`src/verilog/ubam_pkg.sv`:
```
// package for the uart baud generator and auxiliary modes
// assumes an apb master on mclk and a remote station on the serial pins
package ubam_pkg;
  // register byte offsets
  localparam logic [7:0] OFF_CTRL  = 8'h00; // uart_ctrl_status_reg
  localparam logic [7:0] OFF_RXC   = 8'h04; // uart_rx_ctrl_reg
  localparam logic [7:0] OFF_INTC  = 8'h08; // uart_int_ctrl_reg
  localparam logic [7:0] OFF_PSR   = 8'h0c; // prescaler_select_reg
  localparam logic [7:0] OFF_BAUD  = 8'h10; // low divisor byte
  localparam logic [7:0] OFF_TXBUF = 8'h14; // tx_holding_buffer
  localparam logic [7:0] OFF_RXBUF = 8'h18; // rx_holding_buffer
  localparam logic [7:0] OFF_PWR   = 8'h1c; // halt/idle and wake control
  localparam logic [7:0] OFF_BITOP = 8'h20; // bit access to rx ctrl
  // ctrl bits
  localparam int CTL_TX_NINTH_BIT = 0;
  localparam int CTL_CHAR_LENGTH_SEL_LO  = 1;
  localparam int CTL_CHAR_LENGTH_SEL_HI  = 2;
  localparam int CTL_TX_BUFFER_EMPTY_FLAG  = 3;
  localparam int CTL_RX_BUFFER_FULL_FLAG  = 4;
  // rx ctrl bits
  localparam int RXC_ADDRESS_HUNT_BIT  = 0;
  localparam int RXC_RX_NINTH_BIT = 1;
  localparam int RXC_FERR  = 2;
  localparam int RXC_OERR  = 3;
  // int ctrl bits
  localparam int INT_SSEL  = 0;
  localparam int INT_BRK   = 1;
  localparam int INT_ERI   = 2;
  // power reg bits
  localparam int PWR_HALT  = 0;
  localparam int PWR_IDLE  = 1;
  localparam int PWR_XTAL  = 2;
  localparam int PWR_WAKE_ENABLE_REG  = 3; // wake_enable_reg bit 3
  localparam int PWR_WAKE_EDGE_REG = 4; // wake_edge_reg bit 4
  localparam int PWR_SLEEP = 5; // read-only asleep status
  localparam int PWR_HOLD  = 6; // read-only wake delay running
  // widths
  localparam int DIV_W  = 11;
  localparam int PS_W   = 5;
  localparam int CHAR_W = 9;
  localparam int FRAME_W = 11;
  // timing
  localparam int MCLK_MHZ     = 250;
  localparam int TC_NS        = 1000; // instruction cycle time, 1 us
  localparam int WAKE_TC      = 256;
  localparam int TC_CYC       = TC_NS * MCLK_MHZ / 1000;
  localparam int WAKE_CYC     = WAKE_TC * TC_CYC;
  localparam logic [4:0] OVS_ASYNC = 5'h10;
  localparam logic [4:0] OVS_SYNC  = 5'h02;
  localparam logic [8:0] TX_SHIFT_REGISTER_ONES = 9'h1ff;
  // rx states
  typedef enum logic [2:0] {
    UBAM_RX_IDLE  = 3'b001,
    UBAM_RX_START = 3'b010,
    UBAM_RX_DATA  = 3'b100
  } ubam_rx_st_t;
  // apb request bundle
  typedef struct packed {
    logic        wr;
    logic [7:0]  addr;
    logic [31:0] wdata;
  } ubam_req_t;
endpackage

```
`src/verilog/ubam_top.sv`:
```
// baud generator, halt/idle handling, wake, loopback, address hunt, break
// assumes apb master on mclk; serial_in_pin is asynchronous
//
// The APB register port and the placing of the registers were decided locally.
`timescale 1ns/100ps
module ubam_top #(
  parameter int WAKE_CYCLES = ubam_pkg::WAKE_CYC
) (
  input  wire logic        mclk,
  input  wire logic        srst,
  input  wire logic        psel,
  input  wire logic        penable,
  input  wire logic        pwrite,
  input  wire logic [7:0]  paddr,
  input  wire logic [31:0] pwdata,
  output logic [31:0]      prdata,
  output logic             pready,
  output logic             pslverr,
  input  wire logic        serial_in_pin,
  output logic             serial_out_pin,
  output logic             baud_tick,
  output logic             rx_int,
  output logic             core_run
);
  // registers
  logic [8:0]  ctrl_r;      // tx_ninth_bit, char_length_sel_lo, char_length_sel_hi (rw)
  logic        tx_buffer_empty_flag_r;
  logic        rx_buffer_full_flag_r;
  logic        address_hunt_bit_r;
  logic        rx_ninth_bit_r;
  logic        ferr_r;
  logic [2:0]  intc_r;
  logic [7:0]  psr_r;       // [7:3] code, [2:0] divisor high
  logic [7:0]  baud_r;
  logic [7:0]  txbuf_r;
  logic [7:0]  rxbuf_r;
  logic [4:0]  pwr_r;
  logic        asleep_r;
  logic        hold_r;
  logic [31:0] wake_cnt_r;
  logic [8:0]  tx_shift_register_r;
  logic [8:0]  rx_shift_register_r;
  logic [31:0] prdata_r;
  ubam_pkg::ubam_req_t req;

  assign req = '{wr: pwrite, addr: paddr, wdata: pwdata};
  assign pready  = 1'b1;
  assign pslverr = 1'b0;
  assign prdata  = prdata_r;

  wire acc  = psel & penable;
  wire wr   = acc & req.wr;
  wire rd   = acc & ~req.wr;
  wire loop = ctrl_r[ubam_pkg::CTL_CHAR_LENGTH_SEL_LO] & ctrl_r[ubam_pkg::CTL_CHAR_LENGTH_SEL_HI];
  wire ssel = intc_r[ubam_pkg::INT_SSEL];

  // input synchroniser
  logic rx_m_r, rx_s_r;
  always_ff @(posedge mclk) begin
    if (srst) begin
      rx_m_r <= 1'b1;
      rx_s_r <= 1'b1;
    end else begin
      rx_m_r <= serial_in_pin;
      rx_s_r <= rx_m_r;
    end
  end

  // halt/idle entry pulse
  wire sleep_req = wr && req.addr == ubam_pkg::OFF_PWR &&
                   (req.wdata[ubam_pkg::PWR_HALT] |
                    req.wdata[ubam_pkg::PWR_IDLE]);
  wire reinit = sleep_req & ~asleep_r;

  // prescaler: half steps via counting doubled mclk
  logic [5:0] ps_acc_r;
  logic       ps_tick;
  wire [4:0]  ps_code = psr_r[7:3];
  wire [5:0]  ps_lim  = {1'b0, ps_code} + 6'h01; // 2*P
  always_ff @(posedge mclk) begin
    if (srst || ps_code == 5'h00) begin
      ps_acc_r <= 6'h00;
    end else if (ps_acc_r + 6'h02 >= ps_lim) begin
      ps_acc_r <= 6'(ps_acc_r + 6'h02 - ps_lim);
    end else begin
      ps_acc_r <= 6'(ps_acc_r + 6'h02);
    end
  end
  assign ps_tick = ps_code != 5'h00 && (ps_acc_r + 6'h02 >= ps_lim);

  // 11-bit divisor counter
  logic [10:0] div_cnt_r;
  wire  [10:0] div_val = {psr_r[2:0], baud_r};
  logic        ovs_tick;
  always_ff @(posedge mclk) begin
    if (srst) begin
      div_cnt_r <= 11'h000;
    end else if (ps_tick) begin
      div_cnt_r <= (div_cnt_r == 11'h000) ? div_val :
                   11'(div_cnt_r - 11'h001);
    end
  end
  assign ovs_tick = ps_tick && div_cnt_r == 11'h000;

  // divide by 16 async or 2 sync
  logic [4:0] ovs_cnt_r;
  wire  [4:0] ovs_lim = ssel ? ubam_pkg::OVS_SYNC : ubam_pkg::OVS_ASYNC;
  always_ff @(posedge mclk) begin
    if (srst) begin
      ovs_cnt_r <= 5'h00;
    end else if (ovs_tick) begin
      ovs_cnt_r <= (ovs_cnt_r >= ovs_lim - 5'h01) ? 5'h00 :
                   5'(ovs_cnt_r + 5'h01);
    end
  end
  assign baud_tick = ovs_tick && ovs_cnt_r >= ovs_lim - 5'h01;

  // transmitter: nine data bits with ninth from tx_ninth_bit
  logic [3:0] tx_bit_r;
  logic       tx_busy_r;
  logic       tx_line_r;
  always_ff @(posedge mclk) begin
    if (srst) begin
      tx_shift_register_r    <= ubam_pkg::TX_SHIFT_REGISTER_ONES;
      tx_bit_r  <= 4'h0;
      tx_busy_r <= 1'b0;
      tx_line_r <= 1'b1;
    end else if (reinit) begin
      tx_shift_register_r    <= ubam_pkg::TX_SHIFT_REGISTER_ONES;
      tx_busy_r <= 1'b0;
      tx_line_r <= 1'b1;
    end else if (baud_tick) begin
      if (!tx_busy_r && !tx_buffer_empty_flag_r) begin
        tx_shift_register_r    <= {ctrl_r[ubam_pkg::CTL_TX_NINTH_BIT], txbuf_r};
        tx_line_r <= 1'b0;
        tx_bit_r  <= 4'h0;
        tx_busy_r <= 1'b1;
      end else if (tx_busy_r) begin
        tx_line_r <= (tx_bit_r < 4'h9) ? tx_shift_register_r[0] : 1'b1;
        tx_shift_register_r    <= {1'b1, tx_shift_register_r[8:1]};
        tx_bit_r  <= 4'(tx_bit_r + 4'h1);
        if (tx_bit_r == 4'h9) begin
          tx_busy_r <= 1'b0;
        end
      end
    end
  end
  // break forces line low
  assign serial_out_pin = intc_r[ubam_pkg::INT_BRK] ? 1'b0 :
                          tx_line_r;

  // receiver: loopback takes tx line
  wire rx_line = loop ? tx_line_r : rx_s_r;
  ubam_pkg::ubam_rx_st_t rx_st_r;
  logic [3:0] rx_bit_r;
  logic       rx_done;
  always_ff @(posedge mclk) begin
    if (srst) begin
      rx_st_r  <= ubam_pkg::UBAM_RX_IDLE;
      rx_bit_r <= 4'h0;
      rx_shift_register_r   <= 9'h000;
    end else if (baud_tick) begin
      unique case (rx_st_r)
        ubam_pkg::UBAM_RX_IDLE: begin
          if (!rx_line) rx_st_r <= ubam_pkg::UBAM_RX_DATA;
          rx_bit_r <= 4'h0;
        end
        ubam_pkg::UBAM_RX_START: rx_st_r <= ubam_pkg::UBAM_RX_DATA;
        ubam_pkg::UBAM_RX_DATA: begin
          if (rx_bit_r < 4'h9) begin
            rx_shift_register_r <= {rx_line, rx_shift_register_r[8:1]};
          end
          rx_bit_r <= 4'(rx_bit_r + 4'h1);
          if (rx_bit_r == 4'h9) rx_st_r <= ubam_pkg::UBAM_RX_IDLE;
        end
      endcase
    end
  end
  assign rx_done = baud_tick && rx_st_r == ubam_pkg::UBAM_RX_DATA &&
                   rx_bit_r == 4'h9;
  wire stop_ok = rx_line;
  // character accepted unless hunting and ninth bit zero
  wire accept  = rx_done && (!address_hunt_bit_r || rx_shift_register_r[8]);

  // rw control registers
  always_ff @(posedge mclk) begin
    if (srst) begin
      ctrl_r  <= 9'h000;
      intc_r  <= 3'h0;
      psr_r   <= 8'h00;
      baud_r  <= 8'h00;
      txbuf_r <= 8'h00;
      pwr_r   <= 5'h00;
    end else if (wr) begin
      unique case (req.addr)
        ubam_pkg::OFF_CTRL:  ctrl_r  <= {6'h00, req.wdata[2:0]};
        ubam_pkg::OFF_INTC:  intc_r  <= req.wdata[2:0];
        ubam_pkg::OFF_PSR:   psr_r   <= req.wdata[7:0];
        ubam_pkg::OFF_BAUD:  baud_r  <= req.wdata[7:0];
        ubam_pkg::OFF_TXBUF: txbuf_r <= req.wdata[7:0];
        ubam_pkg::OFF_PWR:   pwr_r   <= req.wdata[4:0];
        default: ;
      endcase
    end
  end

  // status flags; hardware set wins over clear
  always_ff @(posedge mclk) begin
    if (srst) begin
      tx_buffer_empty_flag_r <= 1'b1;
      rx_buffer_full_flag_r <= 1'b0;
      rx_ninth_bit_r <= 1'b0;
      ferr_r <= 1'b0;
      rxbuf_r <= 8'h00;
    end else if (reinit) begin
      tx_buffer_empty_flag_r  <= 1'b1;
      rx_buffer_full_flag_r  <= 1'b0;
      rx_ninth_bit_r <= 1'b0;
      ferr_r  <= 1'b0;
    end else begin
      if (baud_tick && !tx_busy_r && !tx_buffer_empty_flag_r) tx_buffer_empty_flag_r <= 1'b1;
      else if (wr && req.addr == ubam_pkg::OFF_TXBUF) tx_buffer_empty_flag_r <= 1'b0;
      if (accept) begin
        rx_buffer_full_flag_r  <= 1'b1;
        rxbuf_r <= rx_shift_register_r[7:0];
        rx_ninth_bit_r <= rx_shift_register_r[8];
      end else if (rd && req.addr == ubam_pkg::OFF_RXBUF) begin
        rx_buffer_full_flag_r <= 1'b0;
      end
      if (rx_done && !stop_ok) ferr_r <= 1'b1;
      else if (acc && req.addr == ubam_pkg::OFF_BITOP) ferr_r <= 1'b0;
    end
  end

  // address hunt bit
  always_ff @(posedge mclk) begin
    if (srst) begin
      address_hunt_bit_r <= 1'b0;
    end else if (accept && address_hunt_bit_r) begin
      address_hunt_bit_r <= 1'b0;
    end else if (wr && req.addr == ubam_pkg::OFF_RXC) begin
      address_hunt_bit_r <= req.wdata[ubam_pkg::RXC_ADDRESS_HUNT_BIT];
    end
  end
  assign rx_int = rx_buffer_full_flag_r & intc_r[ubam_pkg::INT_ERI];

  // sleep, wake on falling serial input, crystal hold-off
  logic rx_prev_r;
  wire  wake_armed = pwr_r[ubam_pkg::PWR_WAKE_ENABLE_REG] & pwr_r[ubam_pkg::PWR_WAKE_EDGE_REG];
  wire  start_edge = rx_prev_r & ~rx_s_r;
  always_ff @(posedge mclk) begin
    if (srst) begin
      rx_prev_r  <= 1'b1;
      asleep_r   <= 1'b0;
      hold_r     <= 1'b0;
      wake_cnt_r <= 32'h0;
    end else begin
      rx_prev_r <= rx_s_r;
      if (reinit) begin
        asleep_r <= 1'b1;
      end else if (asleep_r && wake_armed && start_edge) begin
        asleep_r <= 1'b0;
        hold_r   <= pwr_r[ubam_pkg::PWR_HALT] & pwr_r[ubam_pkg::PWR_XTAL];
        wake_cnt_r <= 32'(WAKE_CYCLES - 1);
      end else if (hold_r) begin
        if (wake_cnt_r == 32'h0) hold_r <= 1'b0;
        else wake_cnt_r <= 32'(wake_cnt_r - 32'h1);
      end
    end
  end
  assign core_run = ~asleep_r & ~hold_r;

  // read mux
  always_ff @(posedge mclk) begin
    if (srst) begin
      prdata_r <= 32'h0;
    end else if (psel && !penable && !req.wr) begin
      unique case (req.addr)
        ubam_pkg::OFF_CTRL: prdata_r <= {27'h0, rx_buffer_full_flag_r, tx_buffer_empty_flag_r,
                                         ctrl_r[2:0]};
        ubam_pkg::OFF_RXC:  prdata_r <= {28'h0, 1'b0, ferr_r, rx_ninth_bit_r,
                                         address_hunt_bit_r};
        ubam_pkg::OFF_INTC:  prdata_r <= {29'h0, intc_r};
        ubam_pkg::OFF_PSR:   prdata_r <= {24'h0, psr_r};
        ubam_pkg::OFF_BAUD:  prdata_r <= {24'h0, baud_r};
        ubam_pkg::OFF_TXBUF: prdata_r <= {24'h0, txbuf_r};
        ubam_pkg::OFF_RXBUF: prdata_r <= {24'h0, rxbuf_r};
        ubam_pkg::OFF_PWR:   prdata_r <= {25'h0, hold_r, asleep_r, pwr_r};
        default:             prdata_r <= 32'h0;
      endcase
    end
  end

  // assertions
  a_break_low: assert property (@(posedge mclk) disable iff (srst)
    intc_r[ubam_pkg::INT_BRK] |-> !serial_out_pin)
    else $error("break not holding line low");
  a_code_zero: assert property (@(posedge mclk) disable iff (srst)
    psr_r[7:3] == 5'h00 |-> !baud_tick)
    else $error("baud tick with prescaler off");
  a_reinit_flags: assert property (@(posedge mclk) disable iff (srst)
    reinit |=> tx_buffer_empty_flag_r && !rx_buffer_full_flag_r && tx_shift_register_r == ubam_pkg::TX_SHIFT_REGISTER_ONES)
    else $error("halt entry did not reinit");
  a_reinit_buf: assert property (@(posedge mclk) disable iff (srst)
    reinit |=> $stable(rxbuf_r) && $stable(txbuf_r))
    else $error("halt entry changed buffers");
  a_hunt_clear: assert property (@(posedge mclk) disable iff (srst)
    accept && address_hunt_bit_r |=> !address_hunt_bit_r && rx_buffer_full_flag_r)
    else $error("hunt bit not cleared on address");
  a_hunt_drop: assert property (@(posedge mclk) disable iff (srst)
    rx_done && address_hunt_bit_r && !rx_shift_register_r[8] && !rx_buffer_full_flag_r |=> !rx_buffer_full_flag_r)
    else $error("data kept during hunt");
  a_div_reload: assert property (@(posedge mclk) disable iff (srst)
    ps_tick && div_cnt_r == 11'h000 |=> div_cnt_r == $past(div_val))
    else $error("divisor did not reload");
  a_loop_path: assert property (@(posedge mclk) disable iff (srst)
    loop |-> rx_line == tx_line_r)
    else $error("loopback path broken");
  a_bitop_err: assert property (@(posedge mclk) disable iff (srst)
    acc && paddr == ubam_pkg::OFF_BITOP && !rx_done |=> !ferr_r)
    else $error("bit access left error flag");
  c_wake: cover property (@(posedge mclk) asleep_r ##1 !asleep_r);
  c_addr: cover property (@(posedge mclk) accept && address_hunt_bit_r);
  c_loop: cover property (@(posedge mclk) loop && rx_done);
endmodule // ubam_top

```
`config.mk`:
```
export PLATFORM = sky130hd
export DESIGN_NAME = ubam_top
export DESIGN_NICKNAME = d
export VERILOG_FILES = /design/src/verilog/ubam_pkg.sv /design/src/verilog/ubam_top.sv
export SDC_FILE = /design/constraint.sdc
export NUM_CORES = 1
export LEC_CHECK = 0
export BUFFER_PORTS_ARGS = -buffer_cell sky130_fd_sc_hd__buf_2
export CAP_MARGIN = 10
export CORE_MARGIN = 2
export CORE_UTILIZATION = 55
export DETAILED_ROUTE_END_ITERATION = 10
export GPL_TIMING_DRIVEN = 0
export PLACE_DENSITY = 0.76
export REMOVE_ABC_BUFFERS = 1
export SYNTH_ARGS = -nofsm -noshare
export SYNTH_HDL_FRONTEND = slang
export SYNTH_SLANG_ARGS = --single-unit
```
`constraint.sdc`:
```
create_clock -name mclk -period 4.05 [get_ports mclk]
set_input_delay 0.2025 -clock mclk [delete_from_list [all_inputs] [get_ports mclk]]
set_output_delay 0.2025 -clock mclk [all_outputs]
set_load 0.005 [all_outputs]
```
==> summary.md, run 1 <==
| Metric | Value |
|---|---|
| Run status | finished clean |
| Clock tree buffer depth | 2 |
| Number of synthesized flops with an enable pin | 0 |
| Final Worst Setup Slack | 0.311 ns |
| Pwr Density | 397 nW/um^2 |
| Worst VDD drop | 0.479 mV |
| Finished Core Util | 63.2% |
| HPWL after detailed placement | 12200 um |
| Min-delay src | pwdata[7] |
| H-tree levels | 4 |
| Die area | 14500 sq um |
| Number of failing setup endpoints in the final timing report | 0 |
| Largest net degree at the start of global routing | 59 |
| Top cell type by total area after synthesis | sky130_fd_sc_hd__dfxtp_1 |
| Initial detailed-routing violation count | 628 |
| Arrival time of data at the critical path endpoint | 4.00 ns |
| Routed via count divided by cell count | 5.91 |
| FF-to-FF Start | psr_r[3] |
| Final routed DRC violation total | 0 |
| Total leakage power | 0.00331 uW |
| FMAX | 267 MHz |
| Post-layout minimum cycle time | 3.74 ns |
| Total GRT Usage | 25.1% |
| Number of fillers in the final layout | 1150 |
| Share of final-layout standard cells stronger than drive strength 1 | 11.1% |
| Commonest register cell after synthesis | sky130_fd_sc_hd__dfxtp_1 |
| Max-Slew Margin vs Limit | 16.4% |
| Worst clock skew | 0.00772 ns |
| Number of standard cells after synthesis | 864 |
| Via count of the first global-routing pass | 5702 |
| Combined area of the multi-input logic cells | 4200 sq um |
| Worst-Skew Late Latency | 0.42 ns |
| Number of slew-limit violations in the final report | 0 |
| Worst slew pin tran | 1.24 ns |
| Core Footprint | 13200 sq um |
| Final clock period utilization by the worst path | 92.3% |
| Clock tree from TritonCTS | yes |
| Final antenna-violating net count | 0 |
| Post-synthesis to final-layout area growth | 12.0% |
| Vertical die dimension | 121 um |
| Post-place setup slack | -0.305 ns |
| Most numerous cell in the Yosys netlist | sky130_fd_sc_hd__dfxtp_1 |
| Classification of the worst-slack hold path | input port to flip-flop |
| Register clock-pin slew on the reported worst setup and hold paths | 0.06 ns |
| Fraction of the yosys area taken by sequential cells | 38.8% |
| CTS sink count | 145 |
| Final wirelength | 17800 um |
| Final count of hold timing violations | 0 |
| Row count | 42 |
| Yosys warnings | 0 |
| Async S/R FF share, synth | 0% |
| Effective utilization at floorplan | 56.4% |
| Initial antenna violation count | 0 |
| Maximum Capacitance Violations | 0 |
| RSZ-0062 raised after global routing | false |
| Antenna Cells | 0 |
| Type of the worst setup path | flip-flop to flip-flop |
| Post-route design area | 8370 sq um |
| Placement-stage cell area | 7640 sq um |
| TritonCTS Buffers | 17 |
| Total vias in the final route | 6315 |
| Worst Setup Start Kind | flip-flop |
| Net count, final | 950 |
| Die W | 121 um |
| Ranking of synthesized cells by area | sky130_fd_sc_hd__dfxtp_1 (39%), sky130_fd_sc_hd__mux2i_1 (9.8%), sky130_fd_sc_hd__nor2_1 (6.1%), sky130_fd_sc_hd__ha_1 (3.9%), sky130_fd_sc_hd__xnor2_1 (3.8%) |
| Post-synthesis instance area | 7470 sq um |
| Most common library cells after synthesis | sky130_fd_sc_hd__dfxtp_1 (145), sky130_fd_sc_hd__nor2_1 (122), sky130_fd_sc_hd__mux2i_1 (73), sky130_fd_sc_hd__nand2_1 (55), sky130_fd_sc_hd__a21oi_1 (44) |
| Routed length per instance | 16.7 um |
| Area fraction of the dominant cell type after synthesis | 38.8% |
| Worst Setup SP | psr_r[3] |
| First-pass GRT wire length | 29000 um |
| Detailed-routing iteration count for the pre-antenna-repair pass | 7 |
| Clock root buffer | sky130_fd_sc_hd__clkbuf_16 |
| IO Pins | 84 |
| Count of input and output buffers | 33 |
| Routability congestion estimate from global placement | 0.908 |
| Fin Setup TNS | 0 ns |
| Seq cells post-synth | 145 |
| Post-synth cell types | 72 |
| Top fanout value on the critical path | 17 |
| Global route total overflow | 0 |
| Avg Inst Size Synth | 8.65 sq um |
| Required time of the critical path | 4.32 ns |
| Sequential Area | 2900 sq um |
| Critical Path End Type | flip-flop |
[final cells by class]
class                      count  share of cell area (%)
multi-input combinational    646                    50.2
sequential                   145                    34.7
clock buffer                  22                    5.79
timing repair buffer          39                    2.81
tap                          176                    2.63
clock inverter                10                    2.42
inverter                      31                    1.44
[critical path, cell delays in order (launching register included)]
cell	delay, ns
sky130_fd_sc_hd__dfxtp_1	0.42
sky130_fd_sc_hd__inv_1	0.10
sky130_fd_sc_hd__ha_1	0.35
sky130_fd_sc_hd__fa_1	0.45
sky130_fd_sc_hd__a21boi_0	0.18
sky130_fd_sc_hd__o221ai_2	0.48
sky130_fd_sc_hd__and2_1	0.52
sky130_fd_sc_hd__nand4_1	0.63
sky130_fd_sc_hd__a32oi_1	0.38
sky130_fd_sc_hd__nand2_1	0.08
[cells in the final DEF, fill, tap and decap left out, types with 9 or more instances in the layout]
| master | instances |
|---|---|
| sky130_fd_sc_hd__nand4_1 | 9 |
| sky130_fd_sc_hd__nand2b_1 | 9 |
| sky130_fd_sc_hd__o211ai_1 | 10 |
| sky130_fd_sc_hd__nand2_1 | 55 |
| sky130_fd_sc_hd__dfxtp_1 | 145 |
| sky130_fd_sc_hd__a211oi_1 | 9 |
| sky130_fd_sc_hd__or4_1 | 12 |
| sky130_fd_sc_hd__inv_1 | 30 |
| sky130_fd_sc_hd__mux2i_1 | 73 |
| sky130_fd_sc_hd__o31ai_1 | 10 |
| sky130_fd_sc_hd__xnor2_1 | 32 |
| sky130_fd_sc_hd__nor3_1 | 17 |
| sky130_fd_sc_hd__a21oi_1 | 44 |
| sky130_fd_sc_hd__nand3_1 | 23 |
| sky130_fd_sc_hd__clkbuf_16 | 17 |
| sky130_fd_sc_hd__buf_2 | 32 |
| sky130_fd_sc_hd__nor2_1 | 122 |
| sky130_fd_sc_hd__ha_1 | 23 |
| sky130_fd_sc_hd__nor2b_1 | 9 |
| sky130_fd_sc_hd__conb_1 | 26 |
| sky130_fd_sc_hd__o21ai_0 | 28 |
| sky130_fd_sc_hd__nor4_1 | 23 |
[registers in the layout, indices dropped and copies added, names as in the netlist, 4 cells and up]
register             flops
tx_bit_r                 4
rx_bit_r                 4
txbuf_r                  8
baud_r                   8
psr_r                    8
rx_shift_register_r      9
tx_shift_register_r      9
prdata                   8
rxbuf_r                  8
pwr_r                    5
ps_acc_r                 6
ovs_cnt_r                5
div_cnt_r               11
wake_cnt_r              32
[path summary, 6_finish.rpt]
check                   end  slack (ns)  cells past startpoint
setup reg to reg  tx_line_r        0.31                      9
hold / removal     psr_r[7]        0.06                      3
setup / recovery  tx_line_r        0.31                      9
hold reg to reg      rx_s_r        0.42                      1
[logic make-up after synthesis]
group | after synthesis | share of synthesized area (%)
compound gates | 157 | 14.0
xor+xnor | 34 | 3.99
fa+ha+maj | 24 | 4.12
buf+inv | 97 | 6.45
flops | 145 | 38.8
mux | 77 | 10.5
other cells | 2 | 0.101
simple gates | 328 | 22.0
[repair_timing]
item,in CTS,in global routing
cloned,0,0
hold buffers,1,0
buffers inserted,0,2
endpoints found under the hold margin,1,0
pin swaps,1,1
setup endpoints to repair,12,11
resized for setup,2,2
[stage by stage]
stage / power (uW) / instances / hold slack (ns)
CTS: 3340 / 1067 / 0.0463
floorplan: 1490 / 822 / 0.272
global placement: 1540 / 1031 / 0.387
finish: 3320 / 1069 / 0.0616
global route: 3410 / 1069 / 0.0709
detailed placement: 1540 / 1034 / 0.396
[routing by layer]
metal  GRT usage, %  up-vias  routed length [um]
met2           39.4      229                8150
met1           34.9     2972                8160
met5              0        -                   0
met3           5.24       22                1190
li1               -     3092                   -
met4           7.56        0                 317
[power by group]
part / switching (uW) / total (uW) / internal [uW]
logic: 62.7 / 84.3 / 21.6
registers: 0.959 / 1430 / 1430
clock network: 587 / 1810 / 1220
Power figures use the tool's default switching activity.
==> run 2: changes to the inputs <==
--- a/config.mk
+++ b/config.mk
@@ -7,11 +7,13 @@
 export LEC_CHECK = 0
 export BUFFER_PORTS_ARGS = -buffer_cell sky130_fd_sc_hd__buf_2
 export CAP_MARGIN = 10
+export CELL_PAD_IN_SITES_DETAIL_PLACEMENT = 0
+export CELL_PAD_IN_SITES_GLOBAL_PLACEMENT = 1
 export CORE_MARGIN = 2
-export CORE_UTILIZATION = 55
+export CORE_UTILIZATION = 45
 export DETAILED_ROUTE_END_ITERATION = 10
 export GPL_TIMING_DRIVEN = 0
-export PLACE_DENSITY = 0.76
+export PLACE_DENSITY = 0.81
 export REMOVE_ABC_BUFFERS = 1
 export SYNTH_ARGS = -nofsm -noshare
 export SYNTH_HDL_FRONTEND = slang
==> run 2 against run 1 <==
Net effect:
- core utilization fell by 12 points
- sequential share of layout area fell by 0.14 points
- via count fell by 2.2%
- combinational power barely moved
- count of clock-buffer cells in the layout rose by 2
- hold slack got worse by 0.0081 ns
==> summary.md, run 2 (same netlist as run 1, synthesis figures left out) <==
| Metric | Value |
|---|---|
| Leading cell type in the layout, fill and taps excluded | sky130_fd_sc_hd__dfxtp_1 |
| Final antenna-violating net count | 0 |
| Routed length per instance | 16.2 um |
| Effective utilization at floorplan | 45.5% |
| Fin Setup TNS | 0 ns |
| Number of failing setup endpoints in the final timing report | 0 |
| Total GRT Usage | 20.5% |
| Worst-Skew Late Latency | 0.42 ns |
| Classification of the worst-slack hold path | input port to flip-flop |
| Total vias in the final route | 6176 |
| Number of cells after detailed placement | 1079 |
| Detailed-routing iteration count for the pre-antenna-repair pass | 5 |
| CTS sink count | 145 |
| RSZ-0062 raised after global routing | false |
| Antenna Cells | 0 |
| Final total power | 3060 uW |
| Flip-flop count of the largest register, all copies and words added | 32 |
| IO Pins | 84 |
| Routability congestion estimate from global placement | 0.916 |
| Final routed DRC violation total | 0 |
| Post-route design area | 8400 sq um |
| Count of input and output buffers | 33 |
| Global route total overflow | 0 |
| Pwr Density | 364 nW/um^2 |
| Maximum Capacitance Violations | 0 |
| Largest net degree at the start of global routing | 62 |
| Clock tree buffer depth | 2 |
| Clock tree from TritonCTS | yes |
| Max-Slew Margin vs Limit | 34.4% |
| HPWL after detailed placement | 12800 um |
| Vertical die dimension | 133 um |
| Required time of the critical path | 4.36 ns |
| Worst clock skew | 0.00742 ns |
| Worst slew pin tran | 0.981 ns |
| Die area | 17700 sq um |
| H-tree levels | 4 |
| Highest-count cells in the layout ignoring fill and taps | sky130_fd_sc_hd__dfxtp_1 (145), sky130_fd_sc_hd__nor2_1 (122), sky130_fd_sc_hd__mux2i_1 (73) |
| Clock root buffer | sky130_fd_sc_hd__clkbuf_16 |
| Post-layout minimum cycle time | 3.77 ns |
| Type of the worst setup path | flip-flop to flip-flop |
| Routed via count divided by cell count | 5.51 |
| Initial antenna violation count | 0 |
| Number of slew-limit violations in the final report | 0 |
| Core Footprint | 16400 sq um |
| Post-synthesis to final-layout area growth | 12.4% |
| Final wirelength | 18100 um |
| Final count of hold timing violations | 0 |
| FMAX | 265 MHz |
| Initial detailed-routing violation count | 326 |
| Share of final-layout standard cells stronger than drive strength 1 | 11.8% |
| Via count of the first global-routing pass | 5579 |
| Row count | 47 |
| Largest registers in the final layout | wake_cnt_r: 32 flops, div_cnt_r: 11 flops |
| Run status | finished clean |
| Non-filler cells, final | 1121 |
| Placement-stage cell area | 7720 sq um |
| Worst VDD drop | 0.295 mV |
| Worst Setup Start Kind | flip-flop |
| Net count, final | 958 |
| Register containing the most flip-flops in the final layout | wake_cnt_r |
| Register clock-pin slew on the reported worst setup and hold paths | 0.06 ns |
| Arrival time of data at the critical path endpoint | 4.08 ns |
| Die W | 133 um |
| Finished Core Util | 51.2% |
| TritonCTS Buffers | 17 |
| Total leakage power | 0.00330 uW |
| Final clock period utilization by the worst path | 93.0% |
| Critical Path End Type | flip-flop |
| First-pass GRT wire length | 28800 um |
| Top fanout value on the critical path | 11 |
-- run 2: cell count changes in the layout (fill, tap and decap cells not counted), sizes merged --
cell | previous run | this run
clkinvlp | 2 | 4
clkinv | 3 | 4
buf | 38 | 46
clkbuf | 22 | 24
bufinv | 6 | 1
-- run 2: power by group --
group	switching, uW	total (uW)	internal (uW)
Clock	603	1540	941
Sequential	0.991	1430	1430
Combinational	62.1	84.5	22.4
Total	666	3060	2390
-- run 2: metrics by stage --
step	hold WS, ns	setup WS [ns]
4_1_cts	0.0427	0.327
3_5_place_dp	0.387	-0.478
2_1_floorplan	0.272	-0.0238
5_1_grt	0.0466	0.104
3_3_place_gp	0.386	-1.09
6_report	0.0535	0.283
-- run 2: final cells by class --
cell class	count	area, sq um
Sequential cell	145	2900
Fill cell	1598	8010
Multi-Input combinational cell	646	4200
Timing Repair Buffer	47	315
Tap cell	220	275
Clock buffer	24	512
Inverter	31	120
Clock inverter	8	76.3
-- run 2: critical path: stages (launching register included) --
cell and delay, ns:
sky130_fd_sc_hd__dfxtp_1 0.43, sky130_fd_sc_hd__inv_1 0.10, sky130_fd_sc_hd__ha_1 0.35, sky130_fd_sc_hd__fa_1 0.45, sky130_fd_sc_hd__a21boi_0 0.20, sky130_fd_sc_hd__o221ai_2 0.53, sky130_fd_sc_hd__nand2_1 0.40, sky130_fd_sc_hd__nor4_1 0.81
sky130_fd_sc_hd__o21ai_0 0.21, sky130_fd_sc_hd__o2bb2ai_1 0.17
-- run 2: what timing repair did --
action	CTS	global route
pin swaps	1	1
endpoints found under the setup margin	11	3
endpoints found under the hold margin	1	0
resized for setup	2	1
hold buffers	1	0
setup buffers	2	7
-- run 2: path summary, 6_finish.rpt --
check,startpoint,endpoint,slack [ns],depth (start not counted)
worst max-delay path,psr_r[3],tx_bit_r[2],0.28,9
worst min-delay path,pwdata[5],psr_r[5],0.05,3
worst max register to register,psr_r[3],tx_bit_r[2],0.28,9
worst min register to register,rx_m_r,rx_s_r,0.41,1
-- run 2: routing by layer --
metal	vias to the layer above	global-route usage (%)	share of wire [%]
li1	3107	-	-
met1	2888	28.0	49
met2	146	31.8	44
met3	35	3.87	3.9
met4	0	8.84	3.0
met5	-	0	0
==> run 3: changes to the inputs <==
--- a/config.mk
+++ b/config.mk
@@ -5,12 +5,13 @@
 export SDC_FILE = /design/constraint.sdc
 export NUM_CORES = 1
 export LEC_CHECK = 0
+export ABC_AREA = 1
 export BUFFER_PORTS_ARGS = -buffer_cell sky130_fd_sc_hd__buf_2
 export CAP_MARGIN = 10
 export CELL_PAD_IN_SITES_DETAIL_PLACEMENT = 0
 export CELL_PAD_IN_SITES_GLOBAL_PLACEMENT = 1
 export CORE_MARGIN = 2
-export CORE_UTILIZATION = 45
+export CORE_UTILIZATION = 43
 export DETAILED_ROUTE_END_ITERATION = 10
 export GPL_TIMING_DRIVEN = 0
 export PLACE_DENSITY = 0.81
==> run 3 against run 2 <==
Net effect:
- first-iteration DRC count grew 8.6%
- clock power grew 6%
- global-route usage shrank 0.053 points
- critical path depth grew 4
- count of clock-buffer cells in the layout shrank 5
- critical endpoint unchanged
- maximum frequency grew 12%
- sequential cell count is the same
- non-clock buffer count shrank 12
==> summary.md, run 3 <==
| Metric | Value |
|---|---|
| Number of synthesized flops with an enable pin | 0 |
| CTS sink count | 145 |
| Maximum Capacitance Violations | 0 |
| Register clock-pin slew on the reported worst setup and hold paths | 0.06 ns |
| Worst Hold Depth | 3 |
| Top fanout value on the critical path | 15 |
| Net count, final | 1235 |
| Final clock period utilization by the worst path | 83.3% |
| HPWL after detailed placement | 14400 um |
| Count of input and output buffers | 33 |
| Share of final-layout standard cells stronger than drive strength 1 | 10.1% |
| Area share of fa/ha/maj cells after synthesis | 3.88% |
| Total vias in the final route | 7101 |
| Worst Setup Start Kind | flip-flop |
| TritonCTS Buffers | 17 |
| Register containing the most flip-flops in the final layout | wake_cnt_r |
| Clock root buffer | sky130_fd_sc_hd__clkbuf_16 |
| Die area | 19500 sq um |
| Top cell type by total area after synthesis | sky130_fd_sc_hd__dfxtp_1 |
| Max-Slew Margin vs Limit | 16.0% |
| H-tree levels | 4 |
| Number of failing setup endpoints in the final timing report | 0 |
| Fraction of the yosys area taken by sequential cells | 36.6% |
| Vertical die dimension | 140 um |
| Combinational family with the most area after synthesis | simple AND/OR/NAND/NOR gates |
| Largest registers in the final layout | wake_cnt_r: 32 flops, div_cnt_r: 11 flops |
| Final total power | 3140 uW |
| Final antenna-violating net count | 0 |
| FMAX | 296 MHz |
| Fin Setup TNS | 0 ns |
| Largest net degree at the start of global routing | 62 |
| Number of cells upsized or downsized after cts | 0 |
| Compound-gate portion of the synthesized area | 16.1% |
| Final count of hold timing violations | 0 |
| Worst clock skew | 0.00696 ns |
| Yosys warnings | 0 |
| Antenna Cells | 0 |
| Most numerous cell in the Yosys netlist | sky130_fd_sc_hd__nand2_1 |
| Classification of the worst-slack hold path | input port to flip-flop |
| Row count | 49 |
| Total leakage power | 0.00393 uW |
| Routed length per instance | 14.0 um |
| Type of the worst setup path | flip-flop to flip-flop |
| Post-synthesis mux area share | 0% |
| First-pass GRT wire length | 32600 um |
| Post-layout minimum cycle time | 3.37 ns |
| Global route total overflow | 0 |
| Setup slack, reg-to-reg | 0.68 ns |
| Post-synthesis instance area | 7930 sq um |
| Hold endpoint | psr_r[5] |
| Pwr Density | 358 nW/um^2 |
| Worst-Skew Late Latency | 0.42 ns |
| Core Footprint | 18000 sq um |
| Most common library cells after synthesis | sky130_fd_sc_hd__nand2_1 (236), sky130_fd_sc_hd__nor2_1 (181), sky130_fd_sc_hd__dfxtp_1 (145), sky130_fd_sc_hd__a21oi_1 (108), sky130_fd_sc_hd__inv_1 (107) |
| Worst VDD drop | 0.302 mV |
| Initial detailed-routing violation count | 354 |
| Clock tree buffer depth | 2 |
| Post-synthesis to final-layout area growth | 10.4% |
| Initial antenna violation count | 0 |
| Avg Inst Size Synth | 6.92 sq um |
| Detailed-routing iteration count for the pre-antenna-repair pass | 5 |
| Number of standard cells after synthesis | 1145 |
| Leading cell type in the layout, fill and taps excluded | sky130_fd_sc_hd__nand2_1 |
| Async S/R FF share, synth | 0% |
| FF-to-FF Start | psr_r[3] |
| Routability congestion estimate from global placement | 0.847 |
| Simple-Gate Fraction of Synth Area | 29.8% |
| Critical Path End Type | flip-flop |
| Flip-flop count of the largest register, all copies and words added | 32 |
| Worst slew pin tran | 1.25 ns |
| Seq cells post-synth | 145 |
| RSZ-0062 raised after global routing | false |
| Post-synth cell types | 48 |
| Highest-count cells in the layout ignoring fill and taps | sky130_fd_sc_hd__nand2_1 (236), sky130_fd_sc_hd__nor2_1 (181), sky130_fd_sc_hd__dfxtp_1 (145) |
| Die W | 140 um |
| Commonest register cell after synthesis | sky130_fd_sc_hd__dfxtp_1 |
| Min-delay src | pwdata[5] |
| Ranking of synthesized cells by area | sky130_fd_sc_hd__dfxtp_1 (37%), sky130_fd_sc_hd__nand2_1 (11%), sky130_fd_sc_hd__nor2_1 (8.6%), sky130_fd_sc_hd__a21oi_1 (6.8%), sky130_fd_sc_hd__inv_1 (5.1%) |
| Arrival time of data at the critical path endpoint | 3.66 ns |
| Via count of the first global-routing pass | 6462 |
| Required time of the critical path | 4.33 ns |
| Number of slew-limit violations in the final report | 0 |
| Final routed DRC violation total | 0 |
| Run status | finished clean |
| Effective utilization at floorplan | 44.0% |
| Worst reg-to-reg path cell count | 13 |
| Clock tree from TritonCTS | yes |
| Routed via count divided by cell count | 5.05 |
| Reg-to-Reg End | tx_bit_r[2] |
| Area fraction of the dominant cell type after synthesis | 36.6% |
| Total GRT Usage | 20.5% |
| IO Pins | 84 |
| Synth Area in XOR/XNOR | 3.65% |
| Final wirelength | 19600 um |
[run 3: power by group]
group,switching [uW],internal [uW]
logic,59.7,18.6
registers,0.822,1430
clock network,628,1000
[run 3: how the worst max path moves through the flow]
stage / startpoint / to / depth (start not counted)
6_report: psr_r[3] / tx_bit_r[2] / 13
2_1_floorplan: ps_acc_r[1] / rx_shift_register_r[8] / 14
4_1_cts: ps_acc_r[1] / tx_bit_r[2] / 15
3_5_place_dp: ps_acc_r[1] / tx_bit_r[2] / 15
5_1_grt: rx_s_r / wake_cnt_r[2] / 9
3_3_place_gp: srst / tx_buffer_empty_flag_r / 5
[run 3: metrics by stage]
stage	util (%)	worst slack, ns	instances	hold WS (ns)	instance area [sq um]
after floorplan	-	1.46	1111	0.272	7660
after global placement	45.0	0.511	1373	0.388	8110
after detailed placement	45.1	0.613	1374	0.390	8130
after CTS	48.5	0.600	1407	0.0459	8750
after global routing	48.5	0.333	1407	0.0600	8750
final	48.5	0.675	1407	0.0566	8750
[run 3: area by class of cell]
class                   instances  area, sq um
clock buffers                  19          453
clock inverters                13          159
fillers                      1897         9280
inverters                     112          420
multi-input cells             854         4330
flip-flops and latches        145         2900
well taps                     229          287
repair buffers                 35          195
[run 3: kinds of logic after synthesis]
logic type,Yosys count
and+or+nand+nor,543
buffers and inverters,170
other,2
adders and majority gates,24
xor gates and xnor gates,33
AOI/OAI and AO/OA,228
DFF,145
[run 3: what timing repair did]
item                                   CTS  global route
hold buffers                             1             0
endpoints found under the hold margin    1             0
setup buffers                            0             0
[run 3: metal layers]
layer	track usage [%]	vias up	routed length (um)
met2	33.2	127	9020
li1	-	3715	-
met4	5.58	0	259
met1	27.9	3243	9550
met3	3.89	16	805
met5	0	-	0
[run 3: worst max-delay path, stage by stage, from the launching register on]
cell and delay, ns:
sky130_fd_sc_hd__dfxtp_1 0.42, sky130_fd_sc_hd__inv_1 0.11, sky130_fd_sc_hd__ha_1 0.35, sky130_fd_sc_hd__fa_1 0.46, sky130_fd_sc_hd__nand2_1 0.09, sky130_fd_sc_hd__nand2_1 0.06, sky130_fd_sc_hd__nand3_1 0.37, sky130_fd_sc_hd__nand2_2 0.31
sky130_fd_sc_hd__nor2_1 0.34, sky130_fd_sc_hd__nand2_1 0.22, sky130_fd_sc_hd__inv_1 0.16, sky130_fd_sc_hd__nand3_1 0.17, sky130_fd_sc_hd__nand2_1 0.10, sky130_fd_sc_hd__a21oi_1 0.06
